==> src/common/iwd_pkg.sv <==
// Constants, codes and carrier types of the interrupt wait dispatcher
package iwd_pkg;

   localparam int NUM_SRC = 16;
   localparam int SRC_W   = 4;
   localparam int EXT_N   = 8;
   localparam int PC_N    = 7;
   localparam int PORT_W  = 8;
   localparam int MODE_W  = 8;
   localparam int TASK_W  = 4;
   localparam int CHAN_W  = 4;
   localparam int ADDR_W  = 8;
   localparam int DATA_W  = 32;

   // Source numbering: ext 0..7, comparator, pin-change ports A..G
   localparam logic [SRC_W-1:0] SRC_CMP = 4'h8;
   localparam logic [SRC_W-1:0] SRC_PC0 = 4'h9;

   // External trigger codes
   localparam logic [MODE_W-1:0] EXT_LOW_CODE        = 8'h10;
   localparam logic [MODE_W-1:0] EXT_ANY_CHANGE_CODE = 8'h14;
   localparam logic [MODE_W-1:0] EXT_FALL_CODE       = 8'h18;
   localparam logic [MODE_W-1:0] EXT_RISE_CODE       = 8'h1c;

   // Comparator codes, low two bits of the mode
   localparam logic [1:0] CMP_ANY_EDGE_CODE = 2'h0;
   localparam logic [1:0] CMP_FALL_CODE     = 2'h2;
   localparam logic [1:0] CMP_RISE_CODE     = 2'h3;
   localparam logic [1:0] WIN_ABOVE_CODE    = 2'h0;
   localparam logic [1:0] WIN_INSIDE_CODE   = 2'h1;
   localparam logic [1:0] WIN_BELOW_CODE    = 2'h2;
   localparam logic [1:0] WIN_OUTSIDE_CODE  = 2'h3;
   localparam int CMP_BANDGAP_BIT = 6;
   localparam int CMP_WINDOW_BIT  = 7;

   // Register byte offsets
   localparam logic [ADDR_W-1:0] REG_CTRL    = 8'h00;
   localparam logic [ADDR_W-1:0] REG_STATUS  = 8'h04;
   localparam logic [ADDR_W-1:0] REG_CLEAR   = 8'h08;
   localparam logic [ADDR_W-1:0] REG_ENABLE  = 8'h0c;
   localparam logic [ADDR_W-1:0] REG_WAITERS = 8'h10;
   localparam int CTRL_NATIVE_BIT = 0;
   localparam int CTRL_MUXNEG_BIT = 1;
   localparam int CTRL_CHAN_LSB   = 4;

   // Virtual-machine rank order, rank 0 first
   localparam logic [NUM_SRC-1:0][SRC_W-1:0] VM_ORDER = {
      4'hf, 4'he, 4'hd, 4'hc, 4'hb, 4'ha, 4'h9, 4'h7,
      4'h6, 4'h5, 4'h4, 4'h3, 4'h8, 4'h2, 4'h1, 4'h0};

   typedef struct packed {
      logic                valid;
      logic [SRC_W-1:0]    src;
      logic [MODE_W-1:0]   mode;
      logic [TASK_W-1:0]   task_id;
   } iwd_await_t;

   typedef struct packed {
      logic done;
      logic immediate;
   } iwd_answer_t;

   typedef struct packed {
      logic                valid;
      logic [SRC_W-1:0]    src;
      logic [TASK_W-1:0]   task_id;
   } iwd_wake_t;

   typedef struct packed {
      logic [EXT_N-1:0]                ext_s1;
      logic [EXT_N-1:0]                ext_s2;
      logic [EXT_N-1:0]                ext_prev;
      logic [PC_N-1:0][PORT_W-1:0]     pc_s1;
      logic [PC_N-1:0][PORT_W-1:0]     pc_s2;
      logic [PC_N-1:0][PORT_W-1:0]     pc_prev;
      logic [1:0]                      cmp_s1;
      logic [1:0]                      cmp_s2;
      logic [1:0]                      cmp_prev;
      logic [3:0]                      win_prev;
      logic [NUM_SRC-1:0]              waiting;
      logic [NUM_SRC-1:0]              pend;
      logic [NUM_SRC-1:0][MODE_W-1:0]  mode;
      logic [NUM_SRC-1:0][TASK_W-1:0]  task_id;
      logic [NUM_SRC-1:0]              status;
      logic [NUM_SRC-1:0]              enable;
      logic                            native;
      logic                            muxneg;
      logic [CHAN_W-1:0]               chan;
      logic                            ack;
      logic [DATA_W-1:0]               dat;
      iwd_answer_t                     answer;
      iwd_wake_t                       wake;
   } iwd_state_t;

endpackage

==> src/rtl/iwd_dispatcher.sv <==
// Interrupt wait dispatcher: trigger detection, waiters, priority wake-up
//
// Our own choices: the register offsets and the Wishbone register port.
`timescale 1ns/1ps
`default_nettype none

module iwd_dispatcher (
   input  wire  logic                     clk_i,
   input  wire  logic                     rst_i,
   input  wire  logic                     wb_cyc_i,
   input  wire  logic                     wb_stb_i,
   input  wire  logic                     wb_we_i,
   input  wire  logic [7:0]               wb_adr_i,
   input  wire  logic [3:0]               wb_sel_i,
   input  wire  logic [31:0]              wb_dat_i,
   output logic       [31:0]              wb_dat_o,
   output logic                           wb_ack_o,
   output logic                           irq_o,
   input  wire  logic [7:0]               ext_pad_i,
   input  wire  logic [7:0]               ext_drv_i,
   input  wire  logic [7:0]               ext_drv_oe_n_i,
   input  wire  logic [55:0]              pc_port_i,
   input  wire  logic [1:0]               cmp_out_i,
   output logic                           cmp_pos_bandgap_o,
   output logic                           cmp_neg_mux_o,
   output logic                           cmp_window_o,
   output logic       [3:0]               analog_channel_select_o,
   input  wire  iwd_pkg::iwd_await_t      await_event_request_i,
   output iwd_pkg::iwd_answer_t           await_answer_o,
   input  wire  logic                     irq_global_en_i,
   input  wire  logic                     task_locked_i,
   output iwd_pkg::iwd_wake_t             wake_o
);

   iwd_pkg::iwd_state_t st_r;
   iwd_pkg::iwd_state_t st_nxt;

   logic [iwd_pkg::EXT_N-1:0]   ext_lvl;
   logic [iwd_pkg::NUM_SRC-1:0] ev;
   logic [3:0]                  win_cond;
   // One driver per event vector, merged below
   logic [iwd_pkg::EXT_N-1:0]   ev_ext;
   logic                        ev_cmp;
   logic [iwd_pkg::PC_N-1:0]    ev_pc;

   ////////////////////////////////////////////////////////////////////////
   // Decode helpers

   function automatic logic reg_hit(input logic [7:0] adr,
                                    input logic [7:0] off);
      return adr == off;
   endfunction

   function automatic logic [15:0] lane_mask(input logic [3:0] sel);
      return {{8{sel[1]}}, {8{sel[0]}}};
   endfunction

   // Same trigger decode serves every external line
   function automatic logic ext_event(input logic [7:0] mode,
                                      input logic       lvl,
                                      input logic       prev);
      logic e;
      case (mode)
         iwd_pkg::EXT_LOW_CODE:        e = ~lvl;
         iwd_pkg::EXT_ANY_CHANGE_CODE: e = lvl ^ prev;
         iwd_pkg::EXT_FALL_CODE:       e = prev & ~lvl;
         iwd_pkg::EXT_RISE_CODE:       e = ~prev & lvl;
         default:                      e = 1'b0;
      endcase
      return e;
   endfunction

   // Reserved codes are refused at request time
   function automatic logic mode_ok(input logic [3:0] src,
                                    input logic [7:0] mode);
      logic ok;
      ok = 1'b1;
      if (src < iwd_pkg::SRC_CMP) begin
         ok = (mode == iwd_pkg::EXT_LOW_CODE) ||
              (mode == iwd_pkg::EXT_ANY_CHANGE_CODE) ||
              (mode == iwd_pkg::EXT_FALL_CODE) ||
              (mode == iwd_pkg::EXT_RISE_CODE);
      end else if (src == iwd_pkg::SRC_CMP) begin
         if (!mode[iwd_pkg::CMP_WINDOW_BIT]) begin
            ok = (mode[1:0] != 2'h1);
         end
      end else begin
         ok = (mode != 8'h00);
      end
      return ok;
   endfunction

   function automatic logic [3:0] pick(input logic [15:0] p,
                                       input logic        native);
      logic [3:0] k;
      k = 4'h0;
      for (int r = iwd_pkg::NUM_SRC - 1; r >= 0; r--) begin
         if (native) begin
            if (p[r]) begin
               k = 4'(r);
            end
         end else if (p[iwd_pkg::VM_ORDER[r]]) begin
            k = iwd_pkg::VM_ORDER[r];
         end
      end
      return k;
   endfunction

   ////////////////////////////////////////////////////////////////////////
   // Trigger detection

   // Driven level wins while the pin is an output
   assign ext_lvl = (ext_drv_oe_n_i & st_r.ext_s2) |
                    (~ext_drv_oe_n_i & ext_drv_i);

   // Channel 0 upper limit, channel 1 lower limit
   assign win_cond[iwd_pkg::WIN_ABOVE_CODE]   =
      st_r.cmp_s2[0] & st_r.cmp_s2[1];
   assign win_cond[iwd_pkg::WIN_INSIDE_CODE]  =
      ~st_r.cmp_s2[0] & st_r.cmp_s2[1];
   assign win_cond[iwd_pkg::WIN_BELOW_CODE]   =
      ~st_r.cmp_s2[0] & ~st_r.cmp_s2[1];
   assign win_cond[iwd_pkg::WIN_OUTSIDE_CODE] =
      win_cond[iwd_pkg::WIN_ABOVE_CODE] | win_cond[iwd_pkg::WIN_BELOW_CODE];

   generate
      for (genvar i = 0; i < iwd_pkg::EXT_N; i++) begin : g_ext
         assign ev_ext[i] = ext_event(st_r.mode[i], ext_lvl[i],
                                      st_r.ext_prev[i]);
      end
      for (genvar j = 0; j < iwd_pkg::PC_N; j++) begin : g_pc
         assign ev_pc[j] =
            |((st_r.pc_s2[j] ^ st_r.pc_prev[j]) &
              st_r.mode[int'(iwd_pkg::SRC_PC0) + j]);
      end
   endgenerate

   // Source order: ext 0..7, comparator, pin-change ports
   assign ev = {ev_pc, ev_cmp, ev_ext};

   always_comb begin
      logic [7:0] m;
      logic       c;
      logic       p;
      m = st_r.mode[iwd_pkg::SRC_CMP];
      c = st_r.cmp_s2[0];
      p = st_r.cmp_prev[0];
      if (m[iwd_pkg::CMP_WINDOW_BIT]) begin
         // Entering the condition only, one event per change
         ev_cmp = win_cond[m[1:0]] & ~st_r.win_prev[m[1:0]];
      end else begin
         case (m[1:0])
            iwd_pkg::CMP_ANY_EDGE_CODE: ev_cmp = c ^ p;
            iwd_pkg::CMP_FALL_CODE:     ev_cmp = p & ~c;
            iwd_pkg::CMP_RISE_CODE:     ev_cmp = ~p & c;
            default:                    ev_cmp = 1'b0;
         endcase
      end
   end

   ////////////////////////////////////////////////////////////////////////
   // Next state

   always_comb begin
      logic [15:0] clr;
      logic [15:0] set;
      logic [3:0]  k;
      logic        wb_go;
      iwd_pkg::iwd_await_t rq;
      clr   = 16'h0000;
      set   = 16'h0000;
      k     = 4'h0;
      rq    = await_event_request_i;
      wb_go = wb_cyc_i & wb_stb_i & ~st_r.ack;
      st_nxt = st_r;

      // Two-flop synchronisers, then registered copies
      st_nxt.ext_s1   = ext_pad_i;
      st_nxt.ext_s2   = st_r.ext_s1;
      st_nxt.ext_prev = ext_lvl;
      st_nxt.pc_s1    = pc_port_i;
      st_nxt.pc_s2    = st_r.pc_s1;
      st_nxt.pc_prev  = st_r.pc_s2;
      st_nxt.cmp_s1   = cmp_out_i;
      st_nxt.cmp_s2   = st_r.cmp_s1;
      st_nxt.cmp_prev = st_r.cmp_s2;
      st_nxt.win_prev = win_cond;

      // Only sources with a waiter latch an event
      st_nxt.pend = st_r.pend | (ev & st_r.waiting);

      // Lock state deliberately not consulted here
      st_nxt.wake.valid = 1'b0;
      if (irq_global_en_i && (|st_r.pend)) begin
         k = pick(st_r.pend, st_r.native);
         st_nxt.wake.valid   = 1'b1;
         st_nxt.wake.src     = k;
         st_nxt.wake.task_id = st_r.task_id[k];
         st_nxt.waiting[k]   = 1'b0;
         st_nxt.pend[k]      = 1'b0;
         set[k]              = 1'b1;
      end

      st_nxt.answer = '0;
      if (rq.valid) begin
         st_nxt.answer.done = 1'b1;
         if (st_r.waiting[rq.src] || !mode_ok(rq.src, rq.mode)) begin
            st_nxt.answer.immediate = 1'b1;
         end else begin
            st_nxt.waiting[rq.src] = 1'b1;
            st_nxt.pend[rq.src]    = 1'b0;
            st_nxt.mode[rq.src]    = rq.mode;
            st_nxt.task_id[rq.src] = rq.task_id;
         end
      end

      // Wishbone slave, one wait state
      st_nxt.ack = wb_go;
      st_nxt.dat = 32'h0000_0000;
      if (wb_go && wb_we_i) begin
         if (reg_hit(wb_adr_i, iwd_pkg::REG_CTRL) && wb_sel_i[0]) begin
            st_nxt.native = wb_dat_i[iwd_pkg::CTRL_NATIVE_BIT];
            st_nxt.muxneg = wb_dat_i[iwd_pkg::CTRL_MUXNEG_BIT];
            st_nxt.chan   = wb_dat_i[iwd_pkg::CTRL_CHAN_LSB +:
                                     iwd_pkg::CHAN_W];
         end
         if (reg_hit(wb_adr_i, iwd_pkg::REG_CLEAR)) begin
            clr = wb_dat_i[15:0] & lane_mask(wb_sel_i);
         end
         if (reg_hit(wb_adr_i, iwd_pkg::REG_ENABLE)) begin
            st_nxt.enable = (st_r.enable & ~lane_mask(wb_sel_i)) |
                            (wb_dat_i[15:0] & lane_mask(wb_sel_i));
         end
      end else if (wb_go) begin
         if (reg_hit(wb_adr_i, iwd_pkg::REG_CTRL)) begin
            st_nxt.dat[iwd_pkg::CTRL_NATIVE_BIT] = st_r.native;
            st_nxt.dat[iwd_pkg::CTRL_MUXNEG_BIT] = st_r.muxneg;
            st_nxt.dat[iwd_pkg::CTRL_CHAN_LSB +: iwd_pkg::CHAN_W] = st_r.chan;
         end
         if (reg_hit(wb_adr_i, iwd_pkg::REG_STATUS)) begin
            st_nxt.dat[15:0] = st_r.status;
         end
         if (reg_hit(wb_adr_i, iwd_pkg::REG_ENABLE)) begin
            st_nxt.dat[15:0] = st_r.enable;
         end
         if (reg_hit(wb_adr_i, iwd_pkg::REG_WAITERS)) begin
            st_nxt.dat[15:0] = st_r.waiting;
         end
      end
      // A wake in the clearing cycle keeps its bit
      st_nxt.status = (st_r.status & ~clr) | set;
   end

   always_ff @(posedge clk_i) begin
      if (rst_i) begin
         st_r <= '0;
      end else begin
         st_r <= st_nxt;
      end
   end

   ////////////////////////////////////////////////////////////////////////
   // Outputs

   assign wb_ack_o       = st_r.ack;
   assign wb_dat_o       = st_r.dat;
   assign irq_o          = |(st_r.status & st_r.enable);
   assign await_answer_o = st_r.answer;
   assign wake_o         = st_r.wake;
   // Bandgap only while a comparator waiter asked for it
   assign cmp_pos_bandgap_o = st_r.waiting[iwd_pkg::SRC_CMP] &
      st_r.mode[iwd_pkg::SRC_CMP][iwd_pkg::CMP_BANDGAP_BIT];
   assign cmp_window_o      = st_r.waiting[iwd_pkg::SRC_CMP] &
      st_r.mode[iwd_pkg::SRC_CMP][iwd_pkg::CMP_WINDOW_BIT];
   assign cmp_neg_mux_o           = st_r.muxneg;
   assign analog_channel_select_o = st_r.chan;

   ////////////////////////////////////////////////////////////////////////
   // Assertions

   a_single_waiter: assert property (@(posedge clk_i) disable iff (rst_i)
      await_event_request_i.valid &&
      st_r.waiting[await_event_request_i.src]
      |=> await_answer_o.done && await_answer_o.immediate)
      else $error("second waiter was not refused");

   a_wake_has_waiter: assert property (@(posedge clk_i) disable iff (rst_i)
      wake_o.valid |-> !st_r.waiting[wake_o.src] &&
         ((($past(st_r.waiting) >> wake_o.src) & 16'h0001) !=
          16'h0000))
      else $error("wake without waiter or waiter kept");

   a_wake_held_off: assert property (@(posedge clk_i) disable iff (rst_i)
      !irq_global_en_i ##1 wake_o.valid |-> 1'b0)
      else $error("wake delivered while interrupts disabled");

   a_lock_not_block: assert property (@(posedge clk_i) disable iff (rst_i)
      irq_global_en_i && (|st_r.pend) && task_locked_i
      |=> wake_o.valid)
      else $error("lock blocked a wake");

   a_prompt_wake: assert property (@(posedge clk_i) disable iff (rst_i)
      irq_global_en_i && (|st_r.pend)
      |=> wake_o.valid && $rose(st_r.status[wake_o.src]) ||
          wake_o.valid && $past(st_r.status[wake_o.src]))
      else $error("pending event not woken promptly");

   a_vm_cmp_first: assert property (@(posedge clk_i) disable iff (rst_i)
      irq_global_en_i && !st_r.native && st_r.pend[8] &&
      st_r.pend[3] && !(|st_r.pend[2:0])
      |=> wake_o.src == iwd_pkg::SRC_CMP)
      else $error("vm order: comparator must beat ext 3");

   a_native_order: assert property (@(posedge clk_i) disable iff (rst_i)
      irq_global_en_i && st_r.native && st_r.pend[8] &&
      st_r.pend[3] && !(|st_r.pend[2:0])
      |=> wake_o.src == 4'h3)
      else $error("native order: lowest vector must win");

   a_ext_low_lvl: assert property (@(posedge clk_i) disable iff (rst_i)
      st_r.waiting[4] && st_r.mode[4] == iwd_pkg::EXT_LOW_CODE &&
      !ext_lvl[4] |=> st_r.pend[4] || wake_o.valid)
      else $error("low level did not trigger ext 4");

   a_drive_trigger: assert property (@(posedge clk_i) disable iff (rst_i)
      st_r.waiting[1] && !ext_drv_oe_n_i[1] &&
      st_r.mode[1] == iwd_pkg::EXT_RISE_CODE &&
      !st_r.ext_prev[1] && ext_drv_i[1]
      |=> st_r.pend[1] || wake_o.valid)
      else $error("driven output edge did not trigger");

endmodule // iwd_dispatcher

`default_nettype wire

==> config.mk <==
export PLATFORM = sky130hd
export DESIGN_NAME = iwd_dispatcher
export DESIGN_NICKNAME = d
export VERILOG_FILES = /design/src/common/iwd_pkg.sv /design/src/rtl/iwd_dispatcher.sv
export SDC_FILE = /design/constraint.sdc
export NUM_CORES = 1
export LEC_CHECK = 0
export ABC_AREA = 1
export BUFFER_PORTS_ARGS = -buffer_cell sky130_fd_sc_hd__buf_2
export CORE_MARGIN = 3
export CORE_UTILIZATION = 58
export CTS_CLUSTER_DIAMETER = 40
export CTS_CLUSTER_SIZE = 40
export DETAILED_ROUTE_END_ITERATION = 6
export MAX_ROUTING_LAYER = met4
export PLACE_DENSITY = 0.79
export SLEW_MARGIN = 20
export SYNTH_ARGS = -nofsm -noshare
export SYNTH_HDL_FRONTEND = slang
export SYNTH_SLANG_ARGS = --single-unit
==> constraint.sdc <==
create_clock -name clk_i -period 3 [get_ports clk_i]
set_input_delay 0.6 -clock clk_i [delete_from_list [all_inputs] [get_ports clk_i]]
set_output_delay 0.6 -clock clk_i [all_outputs]
set_load 0.05 [all_outputs]
==> flow_summary.ini <==
[sta]
relSlewSlack = 0.373
drv_slew = 0
rsz0062_at_grt = no
min_period_ps = 2600
setup_viol = 0
final-hold-violation-count = 0
tightest_slew_ps = 939
timing.final.crit_share = 0.866
clock_skew_ps = 19.6
setup_tns_ps = 0
fmax_mhz = 385
worst_slack_ps = 401

[floorplan]
num_rows = 65
start_util = 0.591
die_y_um = 186
die_w_um = 186
die_area_um2 = 34500
pin_count = 202
core_um2 = 31700

[detailed_routing]
vias_per_cell = 5.28
antenna_left = 0
num_vias = 15700
drt_iter0_markers = 1268
drc = 0
wl_per_cell_um = 15.3
drtPass1Iterations = 6
wirelength_mm = 45.3

[placed_design]
preCtsSetupSlack_ps = 3.53
globalplace.congestion = 0.936
port_buffers = 166
hpwl_mm = 30.8

[critical_path]
worstReg2RegStart = st_r[49]$_SDFFE_PP0P_
reg2reg_depth = 12
cp-start-kind = flip-flop
crit_fanout = 13
arrival_ps = 3040
r2r_slack_ps = 400
r2r_end = wake_o[0]$_SDFFE_PP0P_
path_class = reg2reg
startpoint = st_r[49]$_SDFFE_PP0P_
endpoint_kind = flip-flop
required_ps = 3440
critPathCapture = wake_o[0]$_SDFFE_PP0P_

[status]
status = finished, final reports clean

[layout]
syn2layout_area_growth_pct = 16.8
n_antenna_cell = 0
nNetsFinal = 2693
post_route_cells_drive_above_1_share = 0.143

[power]
ir_drop_v = 0.000528
power_density_nw_per_um2 = 656
leakage_nw = 9.80

[worst_hold_path]
min_from = pc_port_i[44]
holdPathStages = 3
worstHoldPathType = in2reg

[grt]
grt_pass1_vias = 14600
grt_pass1_wl_mm = 72.1
grt_max_degree = 164
grt_overflow = 0
track_usage = 0.265
antenna_found_initial = 0

[logic_synthesis]
synth_seq_cells = 487
netlist_instances = 2385
synth_ff_type = dfxtp_1
yosysTopAreaCell = dfxtp_1
avgSynthCellArea_um2 = 7.86
synth_area_leaders = dfxtp_1, inv_1, nor2_1
synth_edf_count = 0
yosys.area.top_type_share = 0.520
ys_seq_area_frac = 0.520
yosys_warnings = 0
syn_area_um2 = 18700
async_flop_share = 0
yosysUniqueCellTypes = 49

[cts]
cts_buffers = 53
cts_tree = done
cts_hold_buf = 0
cts.sinks = 487
clkSlewWorstSetupHoldPaths_ps = 60
clock_path_buffers = 3
postCtsSetupRepairBufs = 0
cts_root_buf = clkbuf_16
insertion_delay_ps = 570
cts_resized = 0
htree_levels = 2

[flow_run]
max_cap_violations = 0
## cell usage after synthesis (8+ instances only)
| library cell | n |
|---|---|
| a211oi_1 | 8 |
| or2_2 | 19 |
| nand3b_1 | 8 |
| nand4_1 | 37 |
| nor2_1 | 325 |
| buf_4 | 54 |
| inv_1 | 373 |
| ha_1 | 21 |
| xor2_1 | 9 |
| a21oi_1 | 230 |
| nor2_4 | 8 |
| nor4_1 | 11 |
| nand3_1 | 93 |
| o211ai_1 | 28 |
| clkbuf_1 | 73 |
| dfxtp_1 | 487 |
| o21ai_0 | 207 |
| nor3_1 | 25 |
| buf_2 | 18 |
| nand2_1 | 262 |
## metal layers
layer | global-route usage | routed length [um]
met1 | 0.337 | 19000
met2 | 0.441 | 21600
met3 | 0.0440 | 3540
met4 | 0.0739 | 1060
met5 | - | 0
## critical path, stage by stage, from the launching register on
cell and delay, ps:
dfxtp_1 440, nor2_1 140, nor2_2 580, nand2_1 290, nand2_1 150, nand2_1 70, buf_4 200, nand3_1 70
nand3b_1 100, nand2_1 80, nand3_1 60, nor2_1 220, nor2_1 70
## worst min-delay path by stage
stage                             end
2_1_floorplan  st_nxt[310]$_SDFF_PP0_
3_3_place_gp     st_r[498]$_SDFF_PP0_
3_5_place_dp   st_nxt[324]$_SDFF_PP0_
4_1_cts        st_nxt[420]$_SDFF_PP0_
5_1_grt        st_nxt[395]$_SDFF_PP0_
6_report       st_nxt[416]$_SDFF_PP0_
## per-stage QoR
stage	total power, W	utilization	hold WS, ps	instance area, um2	cells
detailed placement	0.00745	0.628	392	19900	2869
global placement	0.00742	0.628	389	19900	2869
floorplan	0.00722	-	388	18800	2400
CTS	0.0144	0.690	210	21900	2967
finish	0.0143	0.690	226	21900	2967
global route	0.0148	0.690	215	21900	2967
## logic make-up after synthesis
family,synth area share
compound gates,0.154
other cells,0.000200
fa+ha+maj,0.0140
buf+inv,0.119
xor+xnor,0.00468
flops,0.520
simple gates,0.187
## area by class of cell
type                       instances  area (um2)
tap                              402         503
clock buffer                      61        1460
sequential                       487        9750
fill                            2525        9840
inverter                         382        1440
clock inverter                    37         507
timing repair buffer             218        1410
multi-input combinational       1380        6810
## power by group
group | internal [W] | total [W] | switching, W
clock | 0.00421 | 0.00703 | 0.00282
combinational | 0.000208 | 0.000633 | 0.000425
sequential | 0.00661 | 0.00668 | 0.0000685
total | 0.0110 | 0.0143 | 0.00332
## placed cells by master, fill, tap and decap left out, types with 6 or more instances in the layout
| cell | n |
|---|---|
| nand3b_1 | 8 |
| o221ai_1 | 7 |
| nor2_1 | 324 |
| nor4_1 | 11 |
| a22oi_1 | 7 |
| inv_1 | 372 |
| nand3_1 | 93 |
| o21ai_0 | 207 |
| dfxtp_1 | 487 |
| inv_8 | 6 |
| clkbuf_16 | 55 |
| clkinv_4 | 6 |
| buf_4 | 38 |
| a211oi_1 | 8 |
| ha_1 | 21 |
| buf_12 | 14 |
| or2_2 | 19 |
| o21ai_1 | 6 |
| nor2_4 | 8 |
| a21oi_1 | 229 |
| bufinv_16 | 7 |
| inv_2 | 7 |
| o2111ai_1 | 6 |
| conb_1 | 16 |
| o211ai_1 | 28 |
| xor2_1 | 9 |
| nor3_1 | 25 |
| buf_2 | 165 |
| nand4_1 | 37 |
| nor2_2 | 7 |
| clkbuf_8 | 6 |
| nand2_1 | 262 |
| inv_6 | 6 |
Note: power is estimated with default switching activity, not from simulation.
